===== src/crc_pkg.sv =====
`default_nettype none
package crc_pkg;
    // ************************************************************
    // Card geometry
    // ************************************************************
    localparam int COLS_PER_HALF  = 45;
    localparam int ROWS_PER_HALF  = 6;
    localparam int ROWS_PER_CARD  = 12;
    localparam int FIRST_TOP_COL  = 1;
    localparam int FIRST_BOT_COL  = 46;
    localparam int LAST_COL       = 90;
    localparam int WORDS_PER_HALF = 5;
    localparam int WORD_DIGITS    = 10;
    localparam int LAST_WORD_DIGS = 5;
    // ************************************************************
    // Processor instruction codes
    // ************************************************************
    localparam logic [6:0] OP_FEED    = 7'h48;  // 72
    localparam logic [6:0] OP_STACKER = 7'h2F;  // 47
    localparam logic [6:0] OP_MOVE    = 7'h60;  // 96
    localparam logic [1:0] STACKER_DEFAULT = 2'h0;
    localparam logic [1:0] STACKER_COUNT   = 2'h3;
    // ************************************************************
    // Station and buffer write codes
    // ************************************************************
    localparam logic       ST_ONE = 1'h0;
    localparam logic       ST_TWO = 1'h1;
    localparam logic [3:0] ROW_LAST = 4'hB;
    // Sequencer states
    typedef enum logic [4:0] {
        CRC_IDLE  = 5'b00001,
        CRC_FEED  = 5'b00010,
        CRC_SENSE = 5'b00100,
        CRC_WR1   = 5'b01000,
        CRC_WR2   = 5'b10000
    } crc_state_e;
endpackage
`default_nettype wire


===== src/crc_card_row_capture.sv =====
`timescale 1ns/1ps
`default_nettype none
module crc_card_row_capture #(
    parameter int COLS = 45
) (
    // Clock and reset
    input  wire logic             clock,
    input  wire logic             sys_rst,
    // Processor instruction port
    input  wire logic             instr_valid,
    input  wire logic [6:0]       instr_code,
    input  wire logic [1:0]       instr_stacker,
    output logic                  instr_busy,
    // Reader pins
    input  wire logic             row_strobe,
    input  wire logic             card_at_st1,
    input  wire logic [COLS-1:0]  brush_st1,
    input  wire logic [COLS-1:0]  brush_st2,
    output logic                  sense_pulse,
    output logic                  feed_card,
    output logic [1:0]            stacker_sel,
    output logic                  stacker_go,
    output logic                  empty_lamp,
    // Card buffer band writes
    output logic                  buf_wr,
    output logic                  buf_station,
    output logic                  buf_half,
    output logic [2:0]            buf_bit,
    output logic [COLS-1:0]       buf_data,
    output logic                  st2_data_valid,
    output logic                  move_to_main
);
    import crc_pkg::*;

    // Only the 45-brush row is served; row latches and band words share this width
    if (COLS != COLS_PER_HALF) begin : g_cols_check
        $error("COLS must be 45");
    end

    // Decode one column's six punches, ordered 9,7,5,3,1,0; 4'hF when invalid
    // Reference decode for the program side; the band itself keeps raw punch bits
    function automatic logic [3:0] col_digit(input logic [5:0] p);
        logic [3:0] d;
        d = 4'hF;
        case (p)
            6'b000001: d = 4'h0;
            6'b000010: d = 4'h1;
            6'b000100: d = 4'h3;
            6'b001000: d = 4'h5;
            6'b010000: d = 4'h7;
            6'b100000: d = 4'h9;
            6'b100010: d = 4'h2;
            6'b100100: d = 4'h4;
            6'b101000: d = 4'h6;
            6'b110000: d = 4'h8;
            default:   d = 4'hF;
        endcase
        return d;
    endfunction

    // ************************************************************
    // Pin synchronisers
    // ************************************************************
    logic            strobe_d;

    // Brushes pass two flops before the row latch reads them
    // The brush bus needs no handshake: brushes settle before the strobe rises
    // and pass the same two stages, so the latched row is coherent
    logic [COLS-1:0] b1_a;
    logic [COLS-1:0] b1_b;
    logic [COLS-1:0] b2_a;
    logic [COLS-1:0] b2_b;
    logic            strb_a;
    logic            strb_b;
    logic            card_a;
    logic            card_b;
    always_ff @(posedge clock or posedge sys_rst) begin
        if (sys_rst) begin
            b1_a     <= '0;
            b1_b     <= '0;
            b2_a     <= '0;
            b2_b     <= '0;
            strb_a   <= 1'b0;
            strb_b   <= 1'b0;
            card_a   <= 1'b0;
            card_b   <= 1'b0;
            strobe_d <= 1'b0;
        end else begin
            b1_a     <= brush_st1;
            b1_b     <= b1_a;
            b2_a     <= brush_st2;
            b2_b     <= b2_a;
            strb_a   <= row_strobe;
            strb_b   <= strb_a;
            card_a   <= card_at_st1;
            card_b   <= card_a;
            strobe_d <= strb_b;
        end
    end

    // Strobe idles low and its delay flop resets low, so reset makes no false edge
    logic strobe_rise;
    assign strobe_rise = strb_b & ~strobe_d;

    // ************************************************************
    // Sequencer
    // ************************************************************
    crc_state_e       state;
    crc_state_e       next_state;
    logic [3:0]       row_idx;
    logic [3:0]       next_row_idx;
    logic [COLS-1:0]  hold1;
    logic [COLS-1:0]  next_hold1;
    logic [COLS-1:0]  hold2;
    logic [COLS-1:0]  next_hold2;
    logic             saw_card;
    logic             next_saw_card;
    logic             st2_loaded;
    logic             next_st2_loaded;
    logic [1:0]       stk_sel;
    logic [1:0]       next_stk_sel;
    logic             next_instr_busy;
    logic             next_sense_pulse;
    logic             next_feed_card;
    logic             next_stacker_go;
    logic             next_empty_lamp;
    logic             next_buf_wr;
    logic             next_buf_station;
    logic             next_buf_half;
    logic [2:0]       next_buf_bit;
    logic [COLS-1:0]  next_buf_data;
    logic             next_st2_data_valid;
    logic             next_move_to_main;
    logic             recorded;
    logic             next_recorded;

    // Next-state logic: one row cycle latches both stations, then writes each
    always_comb begin
        next_state          = state;
        next_row_idx        = row_idx;
        next_hold1          = hold1;
        next_hold2          = hold2;
        next_saw_card       = saw_card;
        next_st2_loaded     = st2_loaded;
        next_stk_sel        = stk_sel;
        next_recorded       = recorded;
        next_instr_busy     = 1'b0;
        next_sense_pulse    = 1'b0;
        next_feed_card      = 1'b0;
        next_stacker_go     = 1'b0;
        next_empty_lamp     = empty_lamp;
        next_buf_wr         = 1'b0;
        next_buf_station    = buf_station;
        next_buf_half       = buf_half;
        next_buf_bit        = buf_bit;
        next_buf_data       = buf_data;
        next_st2_data_valid = st2_data_valid;
        next_move_to_main   = 1'b0;
        // Stacker choice may arrive at any time; out-of-range codes ignored
        if (instr_valid && instr_code == OP_STACKER && instr_stacker < STACKER_COUNT)
            next_stk_sel = instr_stacker;
        // Move to main only once both stations' cards are fully in the band
        if (instr_valid && instr_code == OP_MOVE && recorded && state == CRC_IDLE) begin
            next_move_to_main = 1'b1;
            next_recorded     = 1'b0;
        end
        case (state)
            CRC_IDLE: begin
                if (instr_valid && instr_code == OP_FEED && !empty_lamp) begin
                    next_feed_card  = 1'b1;
                    next_saw_card   = 1'b0;
                    next_row_idx    = 4'h0;
                    next_recorded   = 1'b0;
                    next_instr_busy = 1'b1;
                    next_state      = CRC_FEED;
                end
            end
            CRC_FEED: begin
                next_state = CRC_SENSE;
            end
            CRC_SENSE: begin
                // Card presence is remembered over the whole card, not at one row
                if (card_b)
                    next_saw_card = 1'b1;
                if (strobe_rise) begin
                    // Pulse the roll and latch one row of each station
                    next_sense_pulse = 1'b1;
                    next_hold1       = b1_b;
                    next_hold2       = b2_b;
                    next_state       = CRC_WR1;
                end
            end
            CRC_WR1: begin
                // Half and bit index follow the row count; bit 0 first
                next_buf_wr      = 1'b1;
                next_buf_station = ST_ONE;
                next_buf_half    = (row_idx >= 4'(ROWS_PER_HALF));
                next_buf_bit     = 3'(row_idx >= 4'(ROWS_PER_HALF)
                                      ? row_idx - 4'(ROWS_PER_HALF) : row_idx);
                next_buf_data    = hold1;
                next_hold1       = '0;
                next_state       = CRC_WR2;
            end
            CRC_WR2: begin
                next_buf_wr         = 1'b1;
                next_buf_station    = ST_TWO;
                next_buf_data       = hold2;
                next_st2_data_valid = st2_loaded;
                next_hold2          = '0;
                // Routing fires only when station two holds a real earlier card
                if (row_idx == ROW_LAST) begin
                    next_st2_loaded  = 1'b1;
                    next_stacker_go  = st2_loaded;
                    next_recorded    = 1'b1;
                    next_state       = CRC_IDLE;
                    if (!saw_card && !card_b)
                        next_empty_lamp = 1'b1;
                end else begin
                    next_row_idx = row_idx + 4'h1;
                    next_state   = CRC_SENSE;
                end
            end
            default: next_state = CRC_IDLE;
        endcase
        // Busy mirrors the next state, so busy and the refusal of a feed disagree only while the empty lamp is lit
        next_instr_busy = (next_state != CRC_IDLE);
    end

    // State registers
    always_ff @(posedge clock or posedge sys_rst) begin
        if (sys_rst) begin
            state          <= CRC_IDLE;
            row_idx        <= 4'h0;
            hold1          <= '0;
            hold2          <= '0;
            saw_card       <= 1'b0;
            st2_loaded     <= 1'b0;
            stk_sel        <= STACKER_DEFAULT;
            recorded       <= 1'b0;
            instr_busy     <= 1'b0;
            sense_pulse    <= 1'b0;
            feed_card      <= 1'b0;
            stacker_sel    <= STACKER_DEFAULT;
            stacker_go     <= 1'b0;
            empty_lamp     <= 1'b0;
            buf_wr         <= 1'b0;
            buf_station    <= ST_ONE;
            buf_half       <= 1'b0;
            buf_bit        <= 3'h0;
            buf_data       <= '0;
            st2_data_valid <= 1'b0;
            move_to_main   <= 1'b0;
        end else begin
            state          <= next_state;
            row_idx        <= next_row_idx;
            hold1          <= next_hold1;
            hold2          <= next_hold2;
            saw_card       <= next_saw_card;
            st2_loaded     <= next_st2_loaded;
            stk_sel        <= next_stk_sel;
            recorded       <= next_recorded;
            instr_busy     <= next_instr_busy;
            sense_pulse    <= next_sense_pulse;
            feed_card      <= next_feed_card;
            stacker_sel    <= next_stk_sel;
            stacker_go     <= next_stacker_go;
            empty_lamp     <= next_empty_lamp;
            buf_wr         <= next_buf_wr;
            buf_station    <= next_buf_station;
            buf_half       <= next_buf_half;
            buf_bit        <= next_buf_bit;
            buf_data       <= next_buf_data;
            st2_data_valid <= next_st2_data_valid;
            move_to_main   <= next_move_to_main;
        end
    end

    // Word grouping per half: columns 1-10,11-20,21-30,31-40 then 41-45
    // The drum side applies this layout; the band rows stay column ordered
    function automatic logic [2:0] col_word(input logic [5:0] col);
        return 3'(col / 6'(WORD_DIGITS));
    endfunction

endmodule
`default_nettype wire


===== config.mk =====
export PLATFORM = sky130hd
export DESIGN_NAME = crc_card_row_capture
export DESIGN_NICKNAME = d
export VERILOG_FILES = /design/src/crc_pkg.sv /design/src/crc_card_row_capture.sv
export SDC_FILE = /design/constraint.sdc
export NUM_CORES = 1
export LEC_CHECK = 0
export ABC_AREA = 1
export BUFFER_PORTS_ARGS = -buffer_cell sky130_fd_sc_hd__buf_2
export CAP_MARGIN = 5
export CORE_MARGIN = 3
export CORE_UTILIZATION = 45
export DETAILED_ROUTE_END_ITERATION = 8
export PLACE_DENSITY = 0.63
export SLEW_MARGIN = 25
export SYNTH_ARGS = -nofsm -noshare
export SYNTH_HDL_FRONTEND = slang
export SYNTH_SLANG_ARGS = --single-unit

===== constraint.sdc =====
create_clock -name clock -period 12.8 [get_ports clock]
set_clock_uncertainty 0.2 [all_clocks]
set_input_delay 0.64 -clock clock [delete_from_list [all_inputs] [get_ports clock]]
set_output_delay 0.64 -clock clock [all_outputs]
set_load 0.05 [all_outputs]

Word level (Yosys, flattened, before mapping) --
Cells that the tools add are included.
Storage, ports and cells: output and inout port bits 60, flip-flop bits (word level) 347, bits of input ports 104
Cells by class: bitwise gates (word level) 2, mux-type cells 29, reductions and logical operators 23, equality and inequality tests 14, add/subtract/negate cells 2, $lt $le $gt $ge 2
Operators with widths (count):
- 45-bit one-hot mux with 2 select lines | 3
- 45-bit two-way mux | 2
- 5-bit one-hot mux with 5 select lines | 1
- 7-bit equality test (second input constant) | 2
- 1-bit two-way mux | 13
- 5-bit two-way mux | 2
- 2-bit nonzero test | 5
- 3-bit AND reduction | 3
- 1-bit logical AND | 8
- 4-bit two-way mux | 2
- 4-bit one-hot mux with 2 select lines | 1
- 7-bit by 6-bit equality test with 1-bit output (second input constant) | 1
- 3-bit two-way mux | 2
- 2-bit inequality test (second input constant) | 3
- 1-bit one-hot mux with 2 select lines | 3
- 2-bit AND reduction | 3
- 5-bit by 1-bit equality test with 1-bit output (second input constant) | 1
- 5-bit by 2-bit equality test with 1-bit output (second input constant) | 1
- 5-bit by 3-bit equality test with 1-bit output (second input constant) | 1
- 5-bit by 4-bit equality test with 1-bit output (second input constant) | 1
- 5-bit equality test (second input constant) | 1
- 5-bit by 1-bit inequality test with 1-bit output (second input constant) | 1
- 4-bit by 1-bit adder with 4-bit output (second input constant) | 1
- 4-bit equality test (second input constant) | 1
- 8 further kinds | 10

Logic depth before layout (Yosys ltp) --
word-level depth 7, gate-level depth with buffers 9, mapped depth without buffers 9

Worst setup path after synthesis --
Ideal clock, no wire load.
path type input-to-reg, start point in instr_code[2], end point reg row_idx[2], setup slack 11.230 ns, data required time 12.483 ns, buffers on the path 0, setup time 0.117 ns, arrival time 1.253 ns, stages 8, cells stage by stage inv_1 nand2_1 nor2_1 nand3_1 nand2_1 nand2_1 nand2_1 nand2_1
Between the ends: word-level cells in the longest chain between the ends 5
Ends and longest elaborated chain:
- start, declared | line crc_card_row_capture.sv:11 | input wire logic [6:0] instr_code,
- 7-bit equality test | line crc_card_row_capture.sv:169 | if (instr_valid && instr_code == OP_FEED && !empty_lamp) begin
- 1-bit logical AND (2 in a row) | line crc_card_row_capture.sv:169
- 2-bit by 1-bit inequality test with 1-bit output (no source line)
- 3-bit AND reduction (no source line)
- end signal, assigned | line crc_card_row_capture.sv:255 | row_idx <= next_row_idx;
- end, declared | line crc_card_row_capture.sv:110 | logic [3:0] row_idx;
No other way between the ends. A chain may end at the register's enable or synchronous reset.

Worst setup path in the final report --
start point reg state[4], end point reg hold1[44]
Between the ends: word-level cells in the longest chain between the ends 3
Ends and longest elaborated chain:
- start, declared | line crc_card_row_capture.sv:108 | crc_state_e state;
- start signal, assigned | line crc_card_row_capture.sv:254 | state <= next_state;
- 5-bit by 3-bit equality test with 1-bit output or 5-bit by 4-bit equality test with 1-bit output (tied branches) | line crc_card_row_capture.sv:167 | case (state)
- 2-bit inequality test (no source line) or 2-bit nonzero test (tied branches)
- 2-bit AND reduction (no source line)
- end signal, assigned | line crc_card_row_capture.sv:256 | hold1 <= next_hold1;
- end, declared | line crc_card_row_capture.sv:112 | logic [COLS-1:0] hold1;
Several ways; a longest one is shown, not always the timed one.

==> flow_metrics.tcl <==
set metrics [dict create \
    status "complete, no violations" \
    grt_util_met2 0.252 \
    root_buffer "clkbuf_16" \
    postRouteWirelength_mm 21.4 \
    r2r-start "state[4]$_DFF_PP0_" \
    p_sw_mw 0.460 \
    htreeDepth 2 \
    cts_tree "built" \
    r2r-end "hold1[44]$_DFFE_PP0P_" \
    start_util 0.466 \
    ctsHoldBuffers 0 \
    drt-initial-drc-count 441 \
    syn2layout_area_growth_pct 20.2 \
    design.core.area_um2 24700 \
    grt_max_degree 165 \
    finalNetCount 1247 \
    num-fill-cells 2109 \
    path_buf_inv 2 \
    crit_path_end_kind "flip-flop" \
    comb_power_share 0.029 \
    synth_area_um2 11500 \
    critPathKind "reg2reg" \
    gr-usage-met1 0.222 \
    ant_nets 0 \
    worstPathArrival_ps 3290 \
    cts_made_buffers 36 \
    setup-tns-final_ps 0 \
    multi_input_area_um2 2310 \
    regArea_um2 8680 \
    drv_cap 0 \
    cp-start-kind "flip-flop" \
    irDropWorstVdd_mv 0.0969 \
    r2r_slack_ps 9720 \
    internal_power_mw 1.83 \
    insertion_delay_ps 500 \
    min_path_type "in2reg" \
    hold_start "brush_st1[36]" \
    fmax_ghz 0.325 \
    crit_chain "nor2_1 > nand4_4 > clkinv_2 > buf_4 > nand2_1 > o21ai_1" \
    final.min_clock_period_ps 3080 \
    firstDrtPassIters 4 \
    clkTransAtPathRegs_ps 60 \
    ys_seq_area_frac 0.753 \
    min_path_cells 1 \
    antenna_found_initial 2 \
    path_max_fanout 87 \
    grt_pass1_vias 6957 \
    ios 164 \
    fin_crit_sh 0.241 \
    dieArea_um2 27600 \
    gp_congestion 0.766 \
    synth_nets 1083 \
    crit_family "simple AND/OR/NAND/NOR gates" \
    synth_seq_cells 347 \
    setup_violations 0 \
    drcViolationCount 0 \
    synth_top_area_share 0.751 \
    required_ps 13010 \
    clock_path_buffers 3 \
    vias 6960 \
    worst_slew_pin_slew_ps 972 \
    power_density_nw_per_um2 165 \
    slowest_delay_ps 760 \
    rows 57 \
    grt_use_total 0.158 \
    drive_above_1_share 0.208 \
    synth.largest_area_cell "dfrtp_1" \
    grt_util_met3 0.0286 \
    p_seq_frac 0.499 \
    synth_warnings 0 \
    post_cts_buffers 0 \
    max_slew_margin 0.352 \
    rsz0062_at_grt "false" \
    swShare 0.201 \
    busiest_layer "met2" \
    worstRegToRegCells 6 \
    whs_endpoint "b1_a[36]$_DFF_PP0_" \
    yosysUniqueCellTypes 26 \
    clkPwrFrac 0.472 \
    die_w_um 166 \
    cts.repair.resized 0 \
    slowest_stage "nand4_4" \
    post_synth.cell_area_avg_um2 11.8 \
    hold_violations 0 \
    syn_inst 976 \
    clock_sinks 347 \
    fp.dieH_um 166 \
    place_area_um2 12500 \
    leakage_nw 7.17 \
    slew_viol_final 0 \
    dp_hpwl_mm 12.8 \
    routed_via_density 4.66 \
    stdcell_area_um2 13900 \
    gr-total-overflow 0 \
    synthTopCellsByArea "dfrtp_1 (75%), nand2_1 (8.7%), o21ai_1 (4.5%), nand3_1 (2.5%), inv_1 (2.2%)" \
    io_buffers 163 \
    whs_ps 36.6 \
    wl_per_cell_um 14.3 \
    grt_pass1_wl_mm 35.9 \
]
[logic make-up (layout without fill, tap and decap cells)]
group                    count (synthesis)  after routing  share of synthesized area
flip-flops                             347            347                      0.753
AO/OA/AOI/OAI                          145            145                     0.0635
buffers and inverters                  114            305                     0.0473
XOR/XNOR                                 2              2                    0.00152
AND/OR/NAND/NOR                        365            365                      0.131
other                                    0              1                          0
adder cells (fa/ha/maj)                  3              3                    0.00326
[synth_stat cells]
cell type and instances:
inv_1 68, nand2_1 268, o21ai_1 104, clkbuf_1 6, o21ai_0 39, inv_2 3
xnor2_1 1, nand3_4 1, nand4_1 3, dfstp_2 1, nor2_4 2, o211ai_1 1
nand3_2 2, nand4_2 1, ha_1 3, buf_6 9, nand2_2 2, nor3_1 4
nor2_2 1, buf_2 22, buf_4 6, dfrtp_1 346, nand3_1 57, xor2_1 1
nor2_1 24, o221ai_1 1
[worst register-to-register path, delay by kind of cell, from the launching register on]
family	cells	cell delay, ps
simple gates	3	1250
compound gates	1	110
buf+inv	2	1010
flops	1	430
[state kept, by name, indices dropped and copies added, names as in the netlist, 2 cells and up]
signal    cells
state         5
b1_b         45
buf_bit       3
hold2        45
b2_b         45
buf_data     45
hold1        45
row_idx       4
stk_sel       2
b1_a         45
b2_a         45
[layer usage]
layer | up-vias | wire, µm
li1 | 3440 | -
met1 | 3299 | 9620
met2 | 171 | 10000
met3 | 50 | 1190
met4 | 0 | 580
met5 | - | 0
[power groups by stage]
stage / registers [mW] / logic [mW] / clock network, mW
6_report: 1.14 / 0.0662 / 1.08
5_1_grt: 1.15 / 0.0769 / 1.16
4_1_cts: 1.14 / 0.0677 / 1.11
3_5_place_dp: 1.16 / 0.0675 / 0
3_3_place_gp: 1.16 / 0.0668 / 0
2_1_floorplan: 1.17 / 0.0329 / 0
[per-stage QoR]
stage	util	setup WS [ps]	std cells	power [mW]
after floorplan	-	2340	976	1.20
after global placement	0.507	9700	1425	1.23
after detailed placement	0.507	9610	1425	1.23
after CTS	0.559	9610	1490	2.32
after global routing	0.560	9460	1492	2.38
final	0.560	9720	1492	2.29
[layout by cell type (no fill, tap or decap), types with 2 or more instances in the layout]
cell type / n
clkinv_2: 5
nand2_1: 268
nor2_4: 2
clkbuf_1: 5
ha_1: 3
clkbuf_16: 38
inv_1: 67
nand4_1: 3
buf_2: 163
nand3_2: 2
nor2_1: 24
dfrtp_1: 346
o21ai_0: 39
clkbuf_8: 13
nand3_1: 57
bufinv_16: 3
inv_2: 2
o21ai_1: 104
buf_4: 4
inv_8: 2
nor3_1: 4
[area by class of cell]
type                            instances  share of cell area
Sequential cell                       347               0.627
Multi-Input combinational cell        515               0.167
Clock buffer                           56              0.0829
Timing Repair Buffer                  169              0.0645
Tap cell                              324              0.0292
Inverter                               71              0.0199
Clock inverter                          9             0.00993
Antenna cell                            1            0.000181
[how the worst max path moves through the flow]
stage	from	to	slack, ps	depth (start not counted)
2_1_floorplan	sys_rst	b1_a[0]$_DFF_PP0_	2340	1
3_3_place_gp	state[4]$_DFF_PP0_	hold1[41]$_DFFE_PP0P_	9700	4
3_5_place_dp	state[4]$_DFF_PP0_	hold1[42]$_DFFE_PP0P_	9610	4
4_1_cts	state[4]$_DFF_PP0_	hold1[42]$_DFFE_PP0P_	9610	4
5_1_grt	state[4]$_DFF_PP0_	hold1[4]$_DFFE_PP0P_	9460	6
6_report	state[4]$_DFF_PP0_	hold1[44]$_DFFE_PP0P_	9720	6
No activity file was read; power rests on OpenSTA's default activity.
